--- src/design/head_ctrl_consts.svh ---
// Constants for the head select and write control block
`ifndef HEAD_CTRL_CONSTS_SVH
`define HEAD_CTRL_CONSTS_SVH
`define CLK_MHZ 50
`define SQUELCH_DELAY_NS 2000
`define SQUELCH_DELAY_CYC ((`SQUELCH_DELAY_NS * `CLK_MHZ) / 1000)
`define XCHK_BYTES 12
`define BYTE_NS 800
`define XCHK_DELAY_CYC ((`XCHK_BYTES * `BYTE_NS * `CLK_MHZ) / 1000)
`define CNT_W 10
`define MV_CHIPS 5
`define FX_CHIPS 15
`define IW_20MA 2'h0
`define IW_25MA 2'h1
`define IW_40MA 2'h2
`define IW_45MA 2'h3
`define ERR_RST 5'h00
`define SYNC_RST 12'h500
`endif

--- src/design/head_ctrl_pkg.sv ---
// Types for the head select and write control block
package head_ctrl_pkg;
    typedef enum logic [1:0] {
        ST_IDLE,
        ST_WRITE,
        ST_RECOVER
    } wr_state_t;
    typedef struct packed {
        logic head_short;
        logic write_on_read;
        logic transition;
        logic delta_iw;
        logic multi_head;
    } err_flags_t;
    typedef struct packed {
        logic fixed_mode;
        logic [1:0] fixed_head_range_bits;
        logic [4:0] head_address_bits;
    } head_sel_t;
endpackage

--- src/design/disk_head_select_write_ctrl.sv ---
// Head select, write gating, read switching and error checks of the drive
`timescale 1ns/1ps
`default_nettype none
`include "head_ctrl_consts.svh"
module disk_head_select_write_ctrl (
    // Clock and reset
    input wire logic clk_in,
    input wire logic rst_in,
    // Controller side
    input wire head_ctrl_pkg::head_sel_t head_sel_in,
    input wire logic write_gate_select_n_in,
    input wire logic read_only_flag_in,
    input wire logic mfm_write_data_in,
    input wire logic read_tag3_in,
    input wire logic read_bus1_in,
    input wire logic am_read_cmd_in,
    input wire logic variable_sector_in,
    // Enclosure sense lines
    input wire logic fixed_block_present_n_in,
    input wire logic unsafe_fixed_in,
    input wire logic unsafe_movable_in,
    input wire logic delta_active_in,
    input wire logic supply_overload_in,
    input wire logic wsel_overcurrent_in,
    input wire logic write_current_sense_in,
    input wire logic movable_head_data_pair_in,
    input wire logic fixed_head_data_pair_in,
    // Head selects
    output logic [`MV_CHIPS-1:0] movable_chip_select_n_out,
    output logic [`FX_CHIPS-1:0] fixed_chip_select_n_out,
    output logic [1:0] head_core_select_out,
    output logic [2:0] fixed_head_range_lines_out,
    // Write drive
    output logic write_select_movable_out,
    output logic write_select_fixed_out,
    output logic write_mode_movable_out,
    output logic write_mode_fixed_out,
    output logic write_current_en_out,
    output logic [1:0] write_current_level_out,
    output logic main_current_select_out,
    output logic delta_current_gate1_out,
    output logic delta_current_gate2_out,
    // Head data pairs, each with its enable
    output logic [1:0] movable_head_data_pair_out,
    output logic movable_head_data_pair_oe_out,
    output logic [1:0] fixed_head_data_pair_out,
    output logic fixed_head_data_pair_oe_out,
    // Read side
    output logic read_gate_out,
    output logic read_path_en_out,
    output logic read_data_out,
    output logic read_squelch_gate_out,
    output logic mark_gate_control_out,
    output logic fixed_block_installed_out,
    // Error flags
    output head_ctrl_pkg::err_flags_t err_flags_out
);
    import head_ctrl_pkg::*;

    // ****************************************
    // Input synchronisers
    // ****************************************
    // Pins from the enclosure and controller arrive asynchronously
    localparam int NSYNC = 12;
    logic [NSYNC-1:0] sync1_q;
    logic [NSYNC-1:0] sync2_q;
    logic wdata_last_q;
    always_ff @(posedge clk_in) begin
        if (rst_in) begin
            // Idle pin levels, so no false write gate follows reset
            sync1_q <= `SYNC_RST;
            sync2_q <= `SYNC_RST;
        end else begin
            sync1_q <= {mfm_write_data_in, write_gate_select_n_in, read_only_flag_in,
                fixed_block_present_n_in, unsafe_fixed_in, unsafe_movable_in,
                delta_active_in, supply_overload_in, wsel_overcurrent_in,
                write_current_sense_in, movable_head_data_pair_in, fixed_head_data_pair_in};
            sync2_q <= sync1_q;
        end
    end
    logic wdata_s, wgate_n_s, read_only_flag_s, fb_n_s, usfx_s, usmv_s;
    logic delta_s, overload_s, wsel_oc_s, wcur_s, rdmv_s, rdfx_s;
    assign {wdata_s, wgate_n_s, read_only_flag_s, fb_n_s, usfx_s, usmv_s,
        delta_s, overload_s, wsel_oc_s, wcur_s, rdmv_s, rdfx_s} = sync2_q;

    // ****************************************
    // Head decoding
    // ****************************************
    function automatic logic [`FX_CHIPS-1:0] fixed_decode(input logic [2:0] up,
                                                          input logic [1:0] range);
        logic [3:0] idx;
        // Range bit 1 picks the upper decoder; its last code has no chip
        idx = {range[1], ~up};
        fixed_decode = {`FX_CHIPS{1'b1}};
        if (range != 2'h0 && idx != 4'hF) begin
            fixed_decode[idx] = 1'b0;
        end
    endfunction

    logic [2:0] upper;
    logic fixed_mode;
    assign upper = head_sel_in.head_address_bits[4:2];
    assign fixed_mode = head_sel_in.fixed_mode;

    logic [`MV_CHIPS-1:0] mv_sel_n_d;
    always_comb begin
        mv_sel_n_d = {`MV_CHIPS{1'b1}};
        if (!fixed_mode && upper < 3'h5) begin
            mv_sel_n_d[upper] = 1'b0;
        end
    end

    always_ff @(posedge clk_in) begin
        if (rst_in) begin
            movable_chip_select_n_out <= {`MV_CHIPS{1'b1}};
            fixed_chip_select_n_out <= {`FX_CHIPS{1'b1}};
            head_core_select_out <= 2'h0;
            fixed_head_range_lines_out <= 3'h0;
            fixed_block_installed_out <= 1'b0;
        end else begin
            movable_chip_select_n_out <= mv_sel_n_d;
            fixed_chip_select_n_out <= fixed_mode ?
                fixed_decode(upper, head_sel_in.fixed_head_range_bits) :
                {`FX_CHIPS{1'b1}};
            head_core_select_out <= head_sel_in.head_address_bits[1:0];
            fixed_head_range_lines_out <= ~upper;
            fixed_block_installed_out <= !fb_n_s;
        end
    end

    // ****************************************
    // Write selects and current
    // ****************************************
    // Controller has selected the head before gating the write
    logic writing;
    assign writing = !wgate_n_s;
    logic odd_head;
    assign odd_head = head_sel_in.head_address_bits[0];

    always_ff @(posedge clk_in) begin
        if (rst_in) begin
            write_select_movable_out <= 1'b0;
            write_select_fixed_out <= 1'b0;
            write_mode_movable_out <= 1'b0;
            write_mode_fixed_out <= 1'b0;
            write_current_en_out <= 1'b0;
            write_current_level_out <= `IW_20MA;
            main_current_select_out <= 1'b0;
            delta_current_gate1_out <= 1'b0;
            delta_current_gate2_out <= 1'b0;
        end else begin
            write_select_movable_out <= writing && !fixed_mode;
            write_select_fixed_out <= writing && fixed_mode;
            write_mode_movable_out <= writing && !fixed_mode;
            write_mode_fixed_out <= writing && fixed_mode;
            write_current_en_out <= writing && !read_only_flag_s;
            if (fixed_mode) begin
                write_current_level_out <= head_sel_in.fixed_head_range_bits[1] ?
                    `IW_45MA : `IW_40MA;
            end else begin
                write_current_level_out <= odd_head ? `IW_20MA : `IW_25MA;
            end
            main_current_select_out <= writing && !read_only_flag_s;
            delta_current_gate1_out <= writing && !read_only_flag_s && (fixed_mode || !odd_head);
            delta_current_gate2_out <= writing && !read_only_flag_s && fixed_mode;
        end
    end

    // ****************************************
    // Write data toggle and data pairs
    // ****************************************
    logic wdata_ff_q;
    always_ff @(posedge clk_in) begin
        if (rst_in) begin
            wdata_last_q <= 1'b0;
            wdata_ff_q <= 1'b0;
        end else begin
            wdata_last_q <= wdata_s;
            if (wdata_s && !wdata_last_q) begin
                wdata_ff_q <= !wdata_ff_q;
            end
        end
    end

    always_ff @(posedge clk_in) begin
        if (rst_in) begin
            movable_head_data_pair_out <= 2'h0;
            fixed_head_data_pair_out <= 2'h0;
            movable_head_data_pair_oe_out <= 1'b0;
            fixed_head_data_pair_oe_out <= 1'b0;
            read_data_out <= 1'b0;
        end else begin
            movable_head_data_pair_out <= {wdata_ff_q, !wdata_ff_q};
            fixed_head_data_pair_out <= {wdata_ff_q, !wdata_ff_q};
            movable_head_data_pair_oe_out <= write_select_movable_out;
            fixed_head_data_pair_oe_out <= write_select_fixed_out;
            read_data_out <= read_path_en_out && (fixed_mode ? rdfx_s : rdmv_s);
        end
    end

    // ****************************************
    // Read gating and squelch
    // ****************************************
    wr_state_t state_q;
    logic [`CNT_W-1:0] sq_cnt_q;
    always_ff @(posedge clk_in) begin
        if (rst_in) begin
            state_q <= ST_IDLE;
            sq_cnt_q <= '0;
            read_squelch_gate_out <= 1'b1;
        end else begin
            case (state_q)
                ST_IDLE: begin
                    if (writing) begin
                        state_q <= ST_WRITE;
                        read_squelch_gate_out <= 1'b0;
                    end
                end
                ST_WRITE: begin
                    if (!writing) begin
                        state_q <= ST_RECOVER;
                        sq_cnt_q <= '0;
                    end
                end
                ST_RECOVER: begin
                    if (writing) begin
                        state_q <= ST_WRITE;
                    end else if (sq_cnt_q == `CNT_W'(`SQUELCH_DELAY_CYC - 1)) begin
                        read_squelch_gate_out <= 1'b1;
                        state_q <= ST_IDLE;
                    end else begin
                        sq_cnt_q <= sq_cnt_q + `CNT_W'(1);
                    end
                end
                default: state_q <= ST_IDLE;
            endcase
        end
    end

    always_ff @(posedge clk_in) begin
        if (rst_in) begin
            read_gate_out <= 1'b0;
            read_path_en_out <= 1'b1;
            mark_gate_control_out <= 1'b0;
        end else begin
            read_gate_out <= read_tag3_in && read_bus1_in;
            read_path_en_out <= !write_mode_movable_out && !write_mode_fixed_out;
            mark_gate_control_out <= variable_sector_in && am_read_cmd_in;
        end
    end

    // ****************************************
    // Error checks
    // ****************************************
    // Transition check waits ~12 byte times so the write settles first
    logic [`CNT_W-1:0] xchk_cnt_q;
    logic wgate_last_q;
    logic gate_rise;
    assign gate_rise = writing && wgate_last_q;
    err_flags_t err_q;
    logic [1:0] delta_on_q;
    always_ff @(posedge clk_in) begin
        if (rst_in) begin
            wgate_last_q <= 1'b1;
            xchk_cnt_q <= '0;
            delta_on_q <= 2'h0;
            err_q <= `ERR_RST;
        end else begin
            wgate_last_q <= wgate_n_s;
            delta_on_q <= {delta_on_q[0], delta_current_gate1_out};
            if (gate_rise) begin
                xchk_cnt_q <= '0;
            end else if (writing && xchk_cnt_q != `CNT_W'(`XCHK_DELAY_CYC)) begin
                xchk_cnt_q <= xchk_cnt_q + `CNT_W'(1);
            end
            // Sets win over the clear at gate rise
            err_q.multi_head <= (err_q.multi_head && !gate_rise) || overload_s ||
                ($countones(~movable_chip_select_n_out) > 1);
            // Delta sense returns two syncs late; judge it only after two cycles on
            err_q.delta_iw <= (err_q.delta_iw && !gate_rise) ||
                (delta_current_gate1_out && delta_on_q[1] && !delta_s);
            err_q.transition <= (err_q.transition && !gate_rise) ||
                (writing && xchk_cnt_q == `CNT_W'(`XCHK_DELAY_CYC) &&
                 (usfx_s || usmv_s));
            err_q.write_on_read <= (err_q.write_on_read && !gate_rise) ||
                (state_q == ST_IDLE && !writing && wcur_s);
            err_q.head_short <= (err_q.head_short && !gate_rise) ||
                (writing && wsel_oc_s);
        end
    end
    assign err_flags_out = err_q;
endmodule
`default_nettype wire

--- config.mk ---
export PLATFORM = sky130hd
export DESIGN_NAME = disk_head_select_write_ctrl
export DESIGN_NICKNAME = d
export VERILOG_FILES = /design/src/design/head_ctrl_pkg.sv /design/src/design/disk_head_select_write_ctrl.sv
export VERILOG_INCLUDE_DIRS = /design/src /design/src/design
export SDC_FILE = /design/constraint.sdc
export NUM_CORES = 1
export LEC_CHECK = 0
export BUFFER_PORTS_ARGS = -buffer_cell sky130_fd_sc_hd__buf_2
export CORE_MARGIN = 2
export CORE_UTILIZATION = 25
export CTS_CLUSTER_SIZE = 25
export DETAILED_ROUTE_END_ITERATION = 12
export GPL_TIMING_DRIVEN = 0
export PLACE_DENSITY = 0.43
export SYNTH_ARGS = -nofsm -noshare
export SYNTH_HDL_FRONTEND = slang
export SYNTH_SLANG_ARGS = --single-unit
--- constraint.sdc ---
create_clock -name clk_in -period 1.9 [get_ports clk_in]
set_input_delay 0.285 -clock clk_in [delete_from_list [all_inputs] [get_ports clk_in]]
set_output_delay 0.285 -clock clk_in [all_outputs]
set_load 0.02 [all_outputs]
==> impl_metrics.env <==
export IMPL_grt_overflow_total=0
export IMPL_crit_chain="fa_1 > inv_1 > ha_1 > a2111oi_0 > a21oi_1"
export IMPL_drt_iter0_drc=109
export IMPL_design_die_area_um2=14370
export IMPL_max_freq_mhz=593.8
export IMPL_drt_total_wl_um=7607
export IMPL_track_usage_pct=11.29
export IMPL_syn_area_per_cell_um2=10.20
export IMPL_synth_top_flop_cell="dfxtp_1"
export IMPL_finish_instance_area_um2=4229
export IMPL_final_common_cell="dfxtp_1"
export IMPL_cts_tree="built"
export IMPL_grt_max_degree=15
export IMPL_yosys_top_cells_area="dfxtp_1 58%, nor2b_1 6.3%, nand3_1 3.4%"
export IMPL_route_met3_wl_um=485
export IMPL_synth_top_family_by_area="simple AND/OR/NAND/NOR gates"
export IMPL_slew_viol_final=0
export IMPL_finalNetCount=445
export IMPL_tightestPinTransition_ps=611.4
export IMPL_end_kind="flop"
export IMPL_yosysSeqAreaShare_pct=58.44
export IMPL_yosys_area_top_type="dfxtp_1"
export IMPL_top_layer_used="met4"
export IMPL_synth_edf_count=0
export IMPL_port_buffer_count=74
export IMPL_fin_util_pct=32.06
export IMPL_drc=0
export IMPL_yosys_register_bits=98
export IMPL_reg2reg_slack_ps=220
export IMPL_setup_viol=0
export IMPL_dp_hpwl_um=5439
export IMPL_place_area_um2=3948
export IMPL_ant_nets=0
export IMPL_synthAdderAreaFrac_pct=2.087
export IMPL_ir_drop_v=0.0004659
export IMPL_wl_met2_um=3275
export IMPL_synth_top_area_share_pct=58.44
export IMPL_htree_num_levels=3
export IMPL_via_count=2542
export IMPL_power_per_cell_area_nw_per_um2=976.4
export IMPL_antenna_found_initial=0
export IMPL_p_leak_nw=1.684
export IMPL_coreArea_um2=13190
export IMPL_startpoint_type="flop"
export IMPL_relSlewSlack_pct=59.24
export IMPL_grt_pass1_vias=2447
export IMPL_slowest_delay_ps=540
export IMPL_synth_compound_area_share_pct=7.007
export IMPL_worstSkewPairLatency_ps=340
export IMPL_fp_dieW_um=119.9
export IMPL_rsz0062_at_grt="false"
export IMPL_cts_root_buf="clkbuf_16"
export IMPL_cap_viol_max_count=0
export IMPL_cts_resized=0
export IMPL_wl_per_cell_um=12.78
export IMPL_worst_path_max_fanout=2
export IMPL_status="finished, final reports clean"
export IMPL_muxShareOfSynthArea_pct=2.423
export IMPL_diodes=0
export IMPL_post_place_cells=579
export IMPL_total_power_mw=4.129
export IMPL_cp_slowest_cell="fa_1"
export IMPL_path_buf_inv=1
export IMPL_setup_tns_ps=0
export IMPL_cts_hold_buf=0
export IMPL_gp_congestion=0.7280
export IMPL_yosys_area_share_simple_pct=25.16
export IMPL_rows=42
export IMPL_drive_above_1_share_pct=24.11
export IMPL_criticalPathCategory="reg -> reg"
export IMPL_finalCriticalPeriod_ps=1684
export IMPL_die_h_um=119.9
export IMPL_fin_cells=595
export IMPL_first_pass_iters=6
export IMPL_grt_pass1_wl_um=12470
export IMPL_start_util_pct=25.45
export IMPL_post_synth_inst_count=329
export IMPL_ys_warn_count=0
export IMPL_yosys_area_share_xor_xnor_pct=1.044
export IMPL_cts_buffers=9
export IMPL_clock_skew_ps=4.902
export IMPL_hp_class="in -> reg"
export IMPL_max_clock_path_buffers=2
export IMPL_crit_required_ps=2100
export IMPL_wl_met1_um=3660
export IMPL_clock_sinks=98
export IMPL_syn_area_um2=3357
export IMPL_hold_viol_final=0
export IMPL_viasPerCell=4.272
export IMPL_syn_num_nets=360
export IMPL_pin_count=78
export IMPL_cp_data_arrival_time_ps=1880
export IMPL_async_flop_share_pct=0
export IMPL_area_growth_pct=25.98
export IMPL_crit_family="adder cells"
export IMPL_mostFrequentLayoutCells="98 x dfxtp_1, 78 x buf_2, 34 x nor2b_1, 23 x nand3_1, 22 x nand2_1"
export IMPL_cts_setup_buffers=0
export IMPL_synth_cell_types=46
export IMPL_finalCritPeriodShare_pct=88.63
export IMPL_clk_pin_slew_ps=60
## layer usage
layer	global-route usage (%)	up-vias
li1	-	1288
met1	15.11	1175
met2	16.07	68
met3	3.517	11
met4	6.250	0
met5	0	-
## final timing paths
kind	from	end	cells after the start
setup / recovery	movable_chip_select_n_out[0]	err_flags_out[0]	5
hold / removal	fixed_block_present_n_in	sync1_q[8]	2
setup reg to reg	movable_chip_select_n_out[0]	err_flags_out[0]	5
hold reg to reg	sync2_q[8]	fixed_block_installed_out	1
## synthesized netlist by cell type (all sizes together) (5+ instances only)
master   n
o21ai    6
clkbuf   8
o31ai    6
or2      7
inv     11
mux2i    7
dfxtp   98
nor2    16
nand2b   5
nand3   23
nand2   22
buf      9
or4      6
nor2b   34
a21oi   15
nor3     5
## cells by family after synthesis
kind of cell               after synthesis
and+or+nand+nor                        149
DFF                                     98
AOI/OAI and AO/OA                       37
buffers and inverters                   28
muxes                                    8
adders and majority gates                5
xor gates and xnor gates                 4
## cell type report
| cell class | count | area (um2) |
|---|---|---|
| Buffer | 17 | 87.58 |
| Clock buffer | 14 | 244.0 |
| Clock inverter | 2 | 37.54 |
| Fill cell | 1368 | 8961 |
| Inverter | 11 | 41.29 |
| Multi-Input combinational cell | 203 | 1266 |
| Sequential cell | 98 | 1962 |
| Tap cell | 176 | 220.2 |
| Timing Repair Buffer | 74 | 370.4 |
## power breakdown
| part | total (mW) | switching (mW) | internal (mW) |
|---|---|---|---|
| sequential | 2.13 | 0.0211 | 2.11 |
| clock | 1.77 | 0.742 | 1.02 |
| combinational | 0.233 | 0.144 | 0.0896 |
| total | 4.13 | 0.907 | 3.22 |
## worst register-to-register path: stages (launching register included)
cell       delay, ps
dfxtp_1          340
fa_1             540
inv_1             40
ha_1             160
a2111oi_0        350
a21oi_1          120
## flip-flops by register name, summed over array words and instances, names as in the netlist, 2 cells and up
register                    count
delta_on_q                      2
err_flags_out                   5
fixed_chip_select_n_out        15
fixed_head_data_pair_out        2
fixed_head_range_lines_out      3
head_core_select_out            2
movable_chip_select_n_out       5
sq_cnt_q                       10
state_q                         2
sync1_q                        12
sync2_q                        12
write_current_level_out         2
xchk_cnt_q                     10
## stage by stage
step	hold slack, ps	worst slack, ps
global route	121.0	123.8
floorplan	356.8	221.4
global placement	372.1	230.6
CTS	103.0	196.6
detailed placement	375.5	209.5
finish	119.6	216.0
Note: power is estimated with default switching activity, not from simulation.
